[config.mk]
export PLATFORM = sky130hd
export DESIGN_NAME = pdbr_top
export DESIGN_NICKNAME = d
export VERILOG_FILES = /design/src/pdbr_top.v
export VERILOG_INCLUDE_DIRS = /design/src
export SDC_FILE = /design/constraint.sdc
export NUM_CORES = 1
export LEC_CHECK = 0
export BUFFER_PORTS_ARGS = -buffer_cell sky130_fd_sc_hd__clkbuf_2
export CAP_MARGIN = 20
export CORE_MARGIN = 2
export CORE_UTILIZATION = 55
export CTS_CLUSTER_DIAMETER = 80
export DETAILED_ROUTE_END_ITERATION = 6
export GPL_ROUTABILITY_DRIVEN = 0
export GPL_TIMING_DRIVEN = 1
export PLACE_DENSITY = 0.87
export SKIP_LAST_GASP = 1
export SLEW_MARGIN = 10
export SYNTH_ARGS = -nofsm -noshare
export SYNTH_HDL_FRONTEND = slang
export SYNTH_SLANG_ARGS = --single-unit
[constraint.sdc]
create_clock -name clk_in -period 2.25 [get_ports clk_in]
set_input_delay 0.225 -clock clk_in [delete_from_list [all_inputs] [get_ports clk_in]]
set_output_delay 0.225 -clock clk_in [all_outputs]
set_load 0.05 [all_outputs]
[src/pdbr_map.vh]
`ifndef PDBR_MAP_VH
`define PDBR_MAP_VH
// Timing
`define PDBR_CLK_HZ 10000000
`define PDBR_SUPPLY_SETTLE_US 100
// Secondary port addresses
`define PDBR_ADDR_PORT_A 7'h38
`define PDBR_ADDR_PORT_B 7'h3F
`endif

[src/pdbr_top.v]
// Operation
// - The device loads its configuration from the shared flash first and only then grants the flash to the peer.
// - Peer master reset stays asserted until the configuration load has finished.
// - The first general-purpose pin is used only as the active-low peer reset output.
// - Peer reset is gated by the peer supply-good and released no sooner than 100 us after that supply is up.
// - A connection on either port raises the interrupt toward the peer controller, but only once the boot has reached the run state.
// - The secondary I2C target port acknowledges read requests to addresses 0x38 for port A and 0x3F for port B.
// - A read at a port address returns that port's present data-connection status.
// - Mux select and enable outputs follow port orientation and mode events.
`timescale 1ns/1ns
`include "pdbr_map.vh"
module pdbr_top #(
   parameter SETTLE_CYC = (`PDBR_SUPPLY_SETTLE_US * (`PDBR_CLK_HZ / 1000000))
) (
   input wire clk_in,
   input wire peer_reset_line_in,
   input wire cfg_load_done_in,
   input wire cfg_load_fail_in,
   input wire peer_supply_rail_in,
   input wire esc_hold_en_in,
   input wire esc_boot_done_in,
   input wire [1:0] port_attach_in,
   input wire [1:0] port_flip_in,
   input wire [1:0] port_dp_mode_in,
   input wire [1:0] port_link_mode_in,
   input wire [7:0] status_a_in,
   input wire [7:0] status_b_in,
   input wire scl_in,
   input wire sda_in,
   output wire sda_oen_out,
   output reg flash_grant_peer_out,
   output reg peer_reset_line_n_out,
   output reg int_n_out,
   output reg [1:0] mux_sel_out,
   output reg [1:0] mux_en_a_out,
   output reg [1:0] mux_en_b_out
);
   // ************************************************
   // Boot ordering and peer reset
   // ************************************************
   // Boot states
   localparam ST_LOAD = 2'h0;
   localparam ST_PEER = 2'h1;
   localparam ST_RUN = 2'h2;
   reg [1:0] st_q;
   reg [11:0] settle_q;
   reg rel_d;
   always @(posedge clk_in or negedge peer_reset_line_in) begin
      if (!peer_reset_line_in) begin
         st_q <= ST_LOAD;
      end else begin
         case (st_q)
            ST_LOAD: begin
               if (cfg_load_done_in && !cfg_load_fail_in)
                  st_q <= ST_PEER;
            end
            ST_PEER: begin
               if (cfg_load_fail_in)
                  st_q <= ST_LOAD;
               else
                  st_q <= ST_RUN;
            end
            ST_RUN: begin
               if (cfg_load_fail_in)
                  st_q <= ST_LOAD;
            end
            default: st_q <= ST_LOAD;
         endcase
      end
   end
   // Twelve bits: settle counts above 4095 will not fit
   // settle counter after supply up
   always @(posedge clk_in or negedge peer_reset_line_in) begin
      if (!peer_reset_line_in) begin
         settle_q <= 12'h000;
      end else if (!peer_supply_rail_in) begin
         settle_q <= 12'h000;
      end else if (settle_q != SETTLE_CYC[11:0]) begin
         settle_q <= settle_q + 12'h001;
      end
   end
   always @* begin
      rel_d = (st_q == ST_RUN) && peer_supply_rail_in && (settle_q == SETTLE_CYC[11:0]);
      if (esc_hold_en_in && !esc_boot_done_in)
         rel_d = 1'b0;
   end
   always @(posedge clk_in or negedge peer_reset_line_in) begin
      if (!peer_reset_line_in) begin
         flash_grant_peer_out <= 1'b0;
         peer_reset_line_n_out <= 1'b0;
      end else begin
         // flash to peer after own load
         flash_grant_peer_out <= (st_q == ST_RUN);
         // Registered, so a supply loss shows one cycle late
         // dedicated active-low reset pin
         peer_reset_line_n_out <= rel_d;
      end
   end
   // ************************************************
   // Attach interrupt and mux control
   // ************************************************
   always @(posedge clk_in or negedge peer_reset_line_in) begin
      if (!peer_reset_line_in) begin
         int_n_out <= 1'b1;
         mux_sel_out <= 2'h0;
         mux_en_a_out <= 2'h0;
         mux_en_b_out <= 2'h0;
      end else begin
         // one shared line, level while any attached and in ST_RUN
         int_n_out <= ~((port_attach_in[0] | port_attach_in[1]) && (st_q == ST_RUN));
         mux_sel_out <= port_flip_in & port_attach_in;
         mux_en_a_out <= port_dp_mode_in & port_attach_in;
         mux_en_b_out <= port_link_mode_in & port_attach_in;
      end
   end
   // ************************************************
   // Secondary I2C target port (read only)
   // ************************************************
   localparam I_IDLE = 3'h0;
   localparam I_ADDR = 3'h1;
   localparam I_AACK = 3'h2;
   localparam I_DATA = 3'h3;
   localparam I_DACK = 3'h4;
   localparam I_SKIP = 3'h5;
   reg [2:0] ist_q;
   reg scl_q, sda_q;
   reg [3:0] bit_q;
   reg [7:0] sh_q;
   reg sel_b_q;
   reg drv_low_q;
   // Status byte of the addressed port
   wire [7:0] status_sel = sel_b_q ? status_b_in : status_a_in;
   // Address decode, shared by ack and port choice
   function addr_is_a;
      input [6:0] addr;
      begin
         addr_is_a = (addr == `PDBR_ADDR_PORT_A);
      end
   endfunction
   function addr_is_b;
      input [6:0] addr;
      begin
         addr_is_b = (addr == `PDBR_ADDR_PORT_B);
      end
   endfunction
   wire scl_rise = scl_in && !scl_q;
   wire scl_fall = !scl_in && scl_q;
   wire start_c = scl_in && scl_q && sda_q && !sda_in;
   wire stop_c = scl_in && scl_q && !sda_q && sda_in;
   // Low enable means the pin is driven low
   assign sda_oen_out = ~drv_low_q;
   always @(posedge clk_in or negedge peer_reset_line_in) begin
      if (!peer_reset_line_in) begin
         ist_q <= I_IDLE;
         scl_q <= 1'b1;
         sda_q <= 1'b1;
         bit_q <= 4'h0;
         sh_q <= 8'h00;
         sel_b_q <= 1'b0;
         drv_low_q <= 1'b0;
      end else begin
         scl_q <= scl_in;
         sda_q <= sda_in;
         if (stop_c) begin
            ist_q <= I_IDLE;
            drv_low_q <= 1'b0;
         end else if (start_c) begin
            ist_q <= I_ADDR;
            bit_q <= 4'h0;
            drv_low_q <= 1'b0;
         end else begin
            case (ist_q)
               I_ADDR: begin
                  if (scl_rise) begin
                     sh_q <= {sh_q[6:0], sda_in};
                     bit_q <= bit_q + 4'h1;
                  end
                  if (scl_fall && bit_q == 4'h8) begin
                     if (sh_q[0] && (addr_is_a(sh_q[7:1]) || addr_is_b(sh_q[7:1]))) begin
                        sel_b_q <= addr_is_b(sh_q[7:1]);
                        drv_low_q <= 1'b1;
                        ist_q <= I_AACK;
                     end else begin
                        ist_q <= I_SKIP;
                     end
                  end
               end
               I_AACK: begin
                  if (scl_fall) begin
                     sh_q <= status_sel;
                     drv_low_q <= ~status_sel[7];
                     bit_q <= 4'h1;
                     ist_q <= I_DATA;
                  end
               end
               I_DATA: begin
                  if (scl_fall) begin
                     if (bit_q == 4'h8) begin
                        drv_low_q <= 1'b0;
                        ist_q <= I_DACK;
                     end else begin
                        drv_low_q <= ~sh_q[3'h7 - bit_q[2:0]];
                        bit_q <= bit_q + 4'h1;
                     end
                  end
               end
               I_DACK: begin
                  if (scl_rise)
                     ist_q <= sda_in ? I_SKIP : I_AACK;
               end
               default: ist_q <= ist_q;
            endcase
         end
      end
   end
endmodule // pdbr_top

==> results of run 1 <==
per-layer routing:
metal	part of all wire, %	routed length (um)
met1	41	1870
met5	0	0
met3	4.8	219
met4	1.8	81
met2	52	2390
cells by family after synthesis:
| family | after synthesis | share of synthesized area, % |
|---|---|---|
| buffers and inverters | 21 | 3.79 |
| multiplexers | 11 | 6.10 |
| AND/OR/NAND/NOR | 92 | 22.7 |
| AO/OA/AOI/OAI | 44 | 12.4 |
| adder cells (fa/ha/maj) | 4 | 2.26 |
| XOR/XNOR | 13 | 5.14 |
| flip-flops | 42 | 47.6 |
cell usage in the layout, fill, tap and decap left out, types with 2 or more instances in the layout:
| master | count |
|---|---|
| nor3_1 | 3 |
| a311oi_1 | 2 |
| mux2i_1 | 9 |
| clkbuf_2 | 42 |
| a21oi_1 | 5 |
| o21ai_0 | 24 |
| mux4_2 | 2 |
| nand2_1 | 24 |
| buf_4 | 5 |
| nand3_1 | 10 |
| xor2_1 | 4 |
| dfrtp_1 | 39 |
| clkbuf_8 | 5 |
| a2111oi_0 | 2 |
| nor2_1 | 13 |
| inv_1 | 12 |
| and2_1 | 15 |
| dfstp_2 | 3 |
| nand4b_1 | 3 |
| ha_1 | 4 |
| and3_1 | 4 |
| nand4_1 | 3 |
| nor4b_1 | 3 |
| a31oi_1 | 3 |
| xnor2_1 | 9 |
| nor2b_1 | 4 |
worst register-to-register path, stage by stage, from the launching register on:
cell      delay (ns)
dfrtp_1         0.48
inv_1           0.10
ha_1            0.22
nand4b_1        0.14
a31oi_1         0.10
or2_0           0.33
or4_1           0.54
a21oi_1         0.15
timing repair:
action	4_1_cts	5_1_grt
setup buffers	0	0
gates resized for setup	0	0
endpoints found under the hold margin	12	0
hold buffers	1	0
cell type report:
class | count | area, um^2 | share of cell area [%]
clock inverters | 3 | 21.3 | 0.822
well taps | 50 | 62.6 | 2.42
flip-flops and latches | 42 | 1050 | 40.8
repair buffers | 48 | 258 | 9.97
inverters | 12 | 45.0 | 1.74
multi-input cells | 164 | 1080 | 41.6
clock buffers | 5 | 68.8 | 2.66
flip-flops by register name, indices dropped and copies added (netlist names):
signal / count
bit_q: 4
flash_grant_peer_out: 1
int_n_out: 1
mux_en_b_out: 2
peer_reset_line_n_out: 1
settle_q: 12
st_q: 2
drv_low_q: 1
mux_sel_out: 2
sel_b_q: 1
sda_q: 1
ist_q: 3
mux_en_a_out: 2
scl_q: 1
sh_q: 8
stage by stage:
step / total power, W / cells / worst slack, ns
CTS: 0.00170 / 324 / 0.145
floorplan: 0.00109 / 227 / 0.294
global route: 0.00177 / 324 / 0.00387
global placement: 0.00119 / 315 / 0.212
finish: 0.00169 / 324 / 0.131
detailed placement: 0.00121 / 315 / 0.161
worst max path at each step:
stage	endpoint	slack, ns	cells past startpoint
floorplan	bit_q[3]	0.29	8
finish	bit_q[3]	0.13	7
detailed placement	bit_q[3]	0.16	7
CTS	bit_q[3]	0.15	7
global route	bit_q[3]	0.004	7
global placement	bit_q[3]	0.21	7
power by group through the flow:
stage / sequential, W / combinational [W] / clock, W
after floorplan: 0.000929 / 0.000162 / 0
after global placement: 0.000911 / 0.000282 / 0
after detailed placement: 0.000914 / 0.000299 / 0
after CTS: 0.000901 / 0.000302 / 0.000497
after global routing: 0.000910 / 0.000333 / 0.000530
final: 0.000902 / 0.000299 / 0.000487
==> out/metrics.yaml, run 1 <==
gr-usage-met3_pct: 5.50
top_usage_layer: "met2"
power_density_nw_per_um2: 652
grt_util_met2_pct: 41.6
worstPathCellList: "inv_1 -> ha_1 -> nand4b_1 -> a31oi_1 -> or2_0 -> or4_1 -> a21oi_1"
syn_inst: 227
ys_warn_count: 0
worstRegToRegCells: 7
regToRegSetupSlack_ns: 0.13
yosysMostFrequentCell: "dfrtp_1"
seq_power_share_pct: 53.4
clock_latency_ns: 0.30
syn_nets: 264
vias_per_cell: 5.62
grt_usage_pct: 22.9
max_stage_delay_ns: 0.54
fin_hold_ws_ns: 0.0713
ctsRootBufferMaster: "clkbuf_8"
yosysTopAreaCellShare_pct: 44.1
totalWireLength_um: 4570
rows: 23
async_flop_share_pct: 100
fmax_ghz: 0.472
netlist_area_um2: 2210
synth_top_cell_by_area: "dfrtp_1"
crit_path_start_kind: "register"
nNetsFinal: 310
fp.dieW_um: 67.5
final_area_um2: 2590
worst-setup-path-type: "register to register"
cp_num_buf_inv: 1
finalSetupViolCount: 0
drive_gt1_share_pct: 23.0
clockPowerShare_pct: 28.9
grt_max_degree: 29
fill_cells: 313
status: "complete, no violations"
whs_endpoint: "scl_q"
cts_buffers: 5
antenna_found_initial: 0
initial_utilization_pct: 56.2
cp_top_family: "simple AND/OR/NAND/NOR gates"
worstPathArrival_ns: 2.35
crit_path_end_kind: "register"
p_comb_share_pct: 17.7
post_synth_main_area_contributors: "dfrtp_1 (44%), o21ai_0 (5.4%), and2_1 (4.2%)"
whs_path_depth: 1
synth_area_per_cell_um2: 9.76
cap_viol_max_count: 0
cp_slowest_cell: "or4_1"
die_h_um: 67.5
fin_skew_ns: 0.00949
period_share_pct: 94.2
wire_per_inst_um: 14.1
core-area_um2: 3940
slew_headroom_pct: 70.1
firstDrtPassIters: 4
p_leak_nw: 1.19
drt_iter0_markers: 107
r2r_end: "bit_q[3]"
grt_pass1_vias: 1802
period_minus_slack_ns: 2.12
p_int_w: 0.00118
slew_violations: 0
sw_frac_of_total_pct: 30.3
num_antenna_cells: 0
dp_hpwl_um: 3440
crit_path_start: "bit_q[0]"
power.switching_w: 0.000511
rsz0062_at_grt: "no"
clockBufferDepth: 2
synth_edf_count: 0
synth_seq_cells: 42
portBuffers: 42
area_growth_syn_to_layout_pct: 16.8
synth.distinct_cells: 44
final_core_util_pct: 65.6
grt_pass1_wl_um: 7720
min_from: "scl_in"
ant_nets: 0
grt-ovfl-total: 0
peakVddDrop_v: 0.000462
dpl_cell_area_um2: 2490
setup_tns_ns: 0
worst_r2r_startpoint: "bit_q[0]"
ios: 43
ys_seq_area_share_pct: 47.6
gr-usage-met1_pct: 25.7
ys.flop_type: "dfrtp_1"
clock_sinks: 42
die-area_um2: 4550
cts_tree: "done"
tightestPinTransition_ns: 0.448
critPathMaxFanout: 8
synth_common_cells: "dfrtp_1 (39), nand2_1 (24), o21ai_0 (24)"
clkTransAtPathRegs_ns: 0.09
worstPathRequired_ns: 2.48
drc: 0
htree_levels: 2
dr_total_vias: 1820
hold_class: "input pin to register"
hold_viol_final: 0
Note: power is estimated with default switching activity, not from simulation.
==> inputs of run 2 (changes only) <==
Settings changed: ABC_AREA set to 1.
==> run 2 against run 1 <==
Against the previous run: synthesized area grew 5.8%; wire length grew 5.5%; setup slack gained 0.41 ns; synthesized cell count grew 38%; largest cell class unchanged; largest power group unchanged.
==> out/metrics.yaml, run 2 <==
status: "complete, no violations"
synth_top_family_by_area: "simple AND/OR/NAND/NOR gates"
ys_warn_count: 0  # unchanged
synth_edf_count: 0  # unchanged
clockBufferDepth: 2  # unchanged
synth_fa_ha_area_share_pct: 2.14  # -0.12 points
synth.mux.area_fraction_pct: 5.07  # -1.0 points
top_register: "settle_q"
synth_area_per_cell_um2: 7.46  # -24%
slew_violations: 0  # unchanged
rows: 23  # unchanged
wire_per_inst_um: 11.7  # -17%
slew_headroom_pct: 57.7  # -12 points
portBuffers: 42  # unchanged
crit_path_end_kind: "register"
grt_pass1_vias: 2107  # +17%
clock_sinks: 42  # unchanged
fin_hold_ws_ns: 0.0191  # -0.0522 ns
final_area_um2: 2750  # +6.3%
vias_per_cell: 5.04  # -10%
place_ws_ns: 0.571  # +0.409 ns
worst-setup-path-type: "register to register"
post_synth_xor_area_fraction_pct: 0.748  # -4.4 points
hold_class: "input pin to register"
die-area_um2: 4800  # +5.4%
synth-simple-area-share_pct: 29.2  # +6.5 points
grt_usage_pct: 22.5  # -0.39 points
netlist_area_um2: 2340  # +5.8%
synth_top_cell_by_area: "dfrtp_1"
synth_seq_cells: 42  # unchanged
fmax_ghz: 0.584  # +24%
synth_compound_area_share_pct: 9.24  # -3.2 points
drt_iter0_markers: 139  # +30%
p_leak_nw: 1.50  # +26%
synth_common_cells: "nand2_1 (90), inv_1 (44), dfrtp_1 (39)"
critPathMaxFanout: 8  # unchanged
clock_latency_ns: 0.30  # about the same
dr_total_vias: 2076  # +14%
ys_seq_area_share_pct: 45.0  # -2.6 points
num_antenna_cells: 0  # unchanged
syn_nets: 351  # +33%
largest_register_ffs: 12  # unchanged
htree_levels: 2  # unchanged
dpl_cell_area_um2: 2600  # +4.6%
cts_resized: 0  # unchanged
drive_gt1_share_pct: 20.2  # -2.8 points
async_flop_share_pct: 100  # unchanged
dp_hpwl_um: 3690  # +7.4%
ctsRootBufferMaster: "clkbuf_8"
reg_top3: "settle_q x12, sh_q x8, bit_q x4"
worstPathArrival_ns: 1.91  # -0.44 ns
fp.dieW_um: 69.3  # +2.7%
grt_pass1_wl_um: 8880  # +15%
final_cell_mix: "nand2_1 (90), inv_1 (44), clkbuf_2 (42), dfrtp_1 (39), nor2_1 (34)"
cts_buffers: 5  # unchanged
nNetsFinal: 398  # +28%
core-area_um2: 4060  # +2.9%
antenna_found_initial: 0  # unchanged
syn_inst: 314  # +38%
area_growth_syn_to_layout_pct: 17.4
clkTransAtPathRegs_ns: 0.08  # about the same
placed_cells: 403  # +28%
grt_max_degree: 27  # -6.9%
cap_viol_max_count: 0  # unchanged
tightestPinTransition_ns: 0.635  # +0.187 ns
finalSetupViolCount: 0  # unchanged
ys.flop_type: "dfrtp_1"
setup_tns_ns: 0  # unchanged
power_density_nw_per_um2: 958  # +47%
ios: 43  # unchanged
rsz0062_at_grt: "no"
crit_path_start_kind: "register"
initial_utilization_pct: 57.7  # +1.6 points
layout_commonest_cell: "nand2_1"
peakVddDrop_v: 0.000568  # +23%
firstDrtPassIters: 4  # unchanged
period_minus_slack_ns: 1.71  # -0.408 ns
synth.distinct_cells: 28  # -36%
drc: 0  # unchanged
yosysTopAreaCellShare_pct: 41.7  # -2.4 points
setup_slack_ns: 0.538  # +0.408 ns
hold_viol_final: 0  # unchanged
cts_tree: "done"
die_h_um: 69.3  # +2.7%
yosysMostFrequentCell: "nand2_1"
post_synth_main_area_contributors: "dfrtp_1 (42%), nand2_1 (14%), inv_1 (7.1%)"
grt-ovfl-total: 0  # unchanged
stdcell_count: 412  # +27%
fin_skew_ns: 0.00711  # -0.00238 ns
ant_nets: 0  # unchanged
worstPathRequired_ns: 2.44  # -0.04 ns
period_share_pct: 76.1  # -18 points
totalWireLength_um: 4820  # +5.5%
## run 2: changes by cell type after synthesis, moves of 7 or more
cell	before	now
and2_1	15	0
inv_1	12	44
mux2_2	0	7
nand2_1	24	90
nand3_1	10	21
nor2_1	13	34
nor3_1	3	10
xnor2_1	9	0
## run 2: per-stage QoR
stage / utilization, % / power, W
2_1_floorplan: - / 0.00173
3_3_place_gp: 64.1 / 0.00189
3_5_place_dp: 64.1 / 0.00192
4_1_cts: 67.7 / 0.00265
5_1_grt: 67.7 / 0.00285
6_report: 67.7 / 0.00263
## run 2: area by class of cell
type / instances / area, um^2
fillers: 339 / 1310
multi-input cells: 221 / 1090
flip-flops and latches: 42 / 1050
repair buffers: 45 / 235
inverters: 46 / 173
clock buffers: 5 / 68.8
clock inverters: 3 / 68.8
well taps: 50 / 62.6
## run 2: power breakdown
part,switching (W),internal [W]
Combinational,0.000565,0.000308
Sequential,0.000155,0.000893
Clock,0.000268,0.000445
## run 2: critical path: stages (launching register included)
cell,delay (ns)
dfrtp_1,0.46
inv_1,0.18
ha_1,0.18
nand2_1,0.07
nor2_1,0.18
nand2_1,0.10
nand2_1,0.10
nand2_1,0.06
nor2_2,0.12
nand2_1,0.06
nand2_1,0.06
nor2_1,0.04
## run 2: cell families (layout without fill, tap and decap cells)
family	after synthesis	count (layout)
AO/OA/AOI/OAI	40	40
XOR/XNOR	2	2
adder cells (fa/ha/maj)	4	4
buffers and inverters	51	99
flip-flops	42	42
multiplexers	11	11
AND/OR/NAND/NOR	164	164
## run 2: routing by layer
| metal | part of all wire, % | global-route usage [%] | vias to the layer above |
|---|---|---|---|
| met1 | 43 | 26.1 | 928 |
| li1 | - | - | 1082 |
| met3 | 4.9 | 5.38 | 11 |
| met2 | 51 | 40.8 | 55 |
| met4 | 1.8 | 6.75 | 0 |
| met5 | 0 | 0 | - |
## run 2: worst paths after layout
path	endpoint	slack, ns	cells after the start	startpoint
max	ist_q[0]	0.54	11	bit_q[0]
max reg2reg	ist_q[0]	0.54	11	bit_q[0]
min reg2reg	flash_grant_peer_out	0.50	1	st_q[0]
min	sda_q	0.02	1	sda_in
min in group asynchronous	settle_q[1]	0.48	2	peer_reset_line_in
max in group asynchronous	int_n_out	1.11	3	peer_reset_line_in
## run 2: timing repair
action,CTS,global route
hold buffers,1,0
buffers inserted,0,0
endpoints found under the hold margin,22,0
==> inputs of run 3 (changes only) <==
Clock period 2.25 ns to 1.65 ns, I/O delays scaled along.
==> run 3 against run 2 <==
Against the previous run: first-iteration DRC count down 0.72%; core utilization up 1.8 points; non-clock buffer count up 8; clock-buffer cell count unchanged; power up 35%; critical path depth down 1; maximum frequency up 10%; sequential power up 32%; highest routed layer unchanged.
==> out/metrics.yaml, run 3 (synthesis gave the netlist of run 2 again) <==
status: "complete, no violations"
hold_class: "input pin to register"
period_minus_slack_ns: 1.55  # -0.159 ns
cap_viol_max_count: 0  # unchanged
top_register: "settle_q"
placed_cells: 406  # +0.74%
setup_tns_ns: 0  # unchanged
power.switching_w: 0.00139  # +41%
clock_latency_ns: 0.30  # about the same
cts_buffers: 5  # unchanged
p_int_w: 0.00218  # +32%
critPathMaxFanout: 5  # -3
totalWireLength_um: 4830  # +0.27%
peakVddDrop_v: 0.000805  # +42%
nNetsFinal: 406  # +2.0%
initial_utilization_pct: 57.7  # unchanged
cp_num_buf_inv: 1  # unchanged
fmax_ghz: 0.644  # +10%
drc: 0  # unchanged
fin_skew_ns: 0.00526  # -0.00186 ns
sw_frac_of_total_pct: 38.9  # +1.4 points
final_core_util_pct: 69.5  # +1.8 points
hold_viol_final: 0  # unchanged
worst-setup-path-type: "register to register"
core-area_um2: 4060  # unchanged
worstPathArrival_ns: 1.77  # -0.14 ns
slew_headroom_pct: 64.7  # +7.0 points
vias_per_cell: 5.14  # +2.0%
ctsRootBufferMaster: "clkbuf_8"
grt_max_degree: 43  # +59%
clkTransAtPathRegs_ns: 0.08  # about the same
seq_power_share_pct: 39.1  # -0.7 points
p_leak_nw: 1.53  # +1.9%
fin_hold_ws_ns: 0.0347  # +0.0156 ns
final_cell_mix: "nand2_1 (88), inv_1 (43), clkbuf_2 (42), dfrtp_1 (38), nor2_1 (33)"
cp_top_family: "simple AND/OR/NAND/NOR gates"
clockPowerShare_pct: 22.9  # -4.2 points
num_antenna_cells: 0  # unchanged
antenna_found_initial: 0  # unchanged
stdcell_count: 420  # +1.9%
tightestPinTransition_ns: 0.529  # -0.105 ns
power_density_nw_per_um2: 1260  # +32%
die_h_um: 69.3  # unchanged
cp_slowest_cell: "dfrtp_2"
p_comb_share_pct: 38.0  # +4.9 points
drt_iter0_markers: 138  # -0.72%
rows: 23  # unchanged
cts_tree: "done"
reg_top3: "settle_q x12, sh_q x8, bit_q x4"
layout_commonest_cell: "nand2_1"
grt_usage_pct: 20.7  # -1.8 points
die-area_um2: 4800  # unchanged
fp.dieW_um: 69.3  # unchanged
ios: 43  # unchanged
worstPathCellList: "inv_2 -> ha_1 -> nand2_2 -> nor2_4 -> nand2_1 -> nand3_1 -> nor2_2 -> nor2_2 -> nand2_1 -> o21ai_1"
crit_path_end_kind: "register"
period_share_pct: 94.1  # +18 points
area_growth_syn_to_layout_pct: 20.4
worstPathRequired_ns: 1.87  # -0.57 ns
ant_nets: 0  # unchanged
dr_total_vias: 2159  # +4.0%
firstDrtPassIters: 4  # unchanged
largest_register_ffs: 12  # unchanged
portBuffers: 42  # unchanged
htree_levels: 2  # unchanged
slew_violations: 0  # unchanged
wire_per_inst_um: 11.5  # -1.6%
clock_sinks: 42  # unchanged
grt_pass1_vias: 2120  # +0.62%
clockBufferDepth: 2  # unchanged
grt_pass1_wl_um: 8290  # -6.7%
dp_hpwl_um: 3560  # -3.7%
drive_gt1_share_pct: 23.2  # +3.1 points
crit_path_start_kind: "register"
grt-ovfl-total: 0  # unchanged
max_stage_delay_ns: 0.43  # -0.03 ns
finalSetupViolCount: 0  # unchanged
==> run 3: timing repair <==
item / in CTS / in global routing
endpoints found under the setup margin: 0 / 17
gates resized for setup: 0 / 9
hold buffers: 3 / 0
endpoints found under the hold margin: 41 / 0
setup buffers: 0 / 3
==> run 3: area by class of cell <==
class	instances	area, um^2
inverters	46	173
clock buffers	5	68.8
multi-input cells	221	1120
clock inverters	3	43.8
repair buffers	53	300
flip-flops and latches	42	1060
fillers	311	1240
well taps	50	62.6
==> run 3: worst paths after layout <==
path	startpoint	endpoint	slack [ns]	cells after the start
worst max-delay path	bit_q[1]	bit_q[2]	0.1	10
worst min-delay path	cfg_load_fail_in	st_q[0]	0.03	2
worst max register to register	bit_q[1]	bit_q[2]	0.1	10
worst min register to register	st_q[0]	flash_grant_peer_out	0.49	1
max in group asynchronous	peer_reset_line_in	int_n_out	0.80	3
min in group asynchronous	peer_reset_line_in	sh_q[5]	0.46	3
==> run 3: power groups by stage <==
| stage | clock network, W | logic (W) | registers, W |
|---|---|---|---|
| 6_report | 0.000815 | 0.00136 | 0.00139 |
| 5_1_grt | 0.000877 | 0.00154 | 0.00142 |
| 4_1_cts | 0.000838 | 0.00126 | 0.00139 |
| 3_5_place_dp | 0 | 0.00124 | 0.00141 |
| 3_3_place_gp | 0 | 0.00120 | 0.00140 |
| 2_1_floorplan | 0 | 0.000945 | 0.00141 |
==> run 3: layer usage <==
| metal | vias up | part of all wire (%) | GRT usage [%] |
|---|---|---|---|
| li1 | 1100 | - | - |
| met1 | 1000 | 43 | 23.0 |
| met2 | 52 | 51 | 38.0 |
| met3 | 7 | 4.5 | 5.81 |
| met4 | 0 | 1.1 | 6.32 |
| met5 | - | 0 | 0 |
==> run 3: stage by stage <==
| step | setup WS (ns) | power [W] | cell area [um^2] |
|---|---|---|---|
| after floorplan | 0.169 | 0.00235 | 2340 |
| after global placement | 0.113 | 0.00261 | 2620 |
| after detailed placement | 0.0643 | 0.00265 | 2620 |
| after CTS | 0.00269 | 0.00349 | 2770 |
| after global routing | -0.00533 | 0.00383 | 2820 |
| final | 0.0977 | 0.00357 | 2820 |
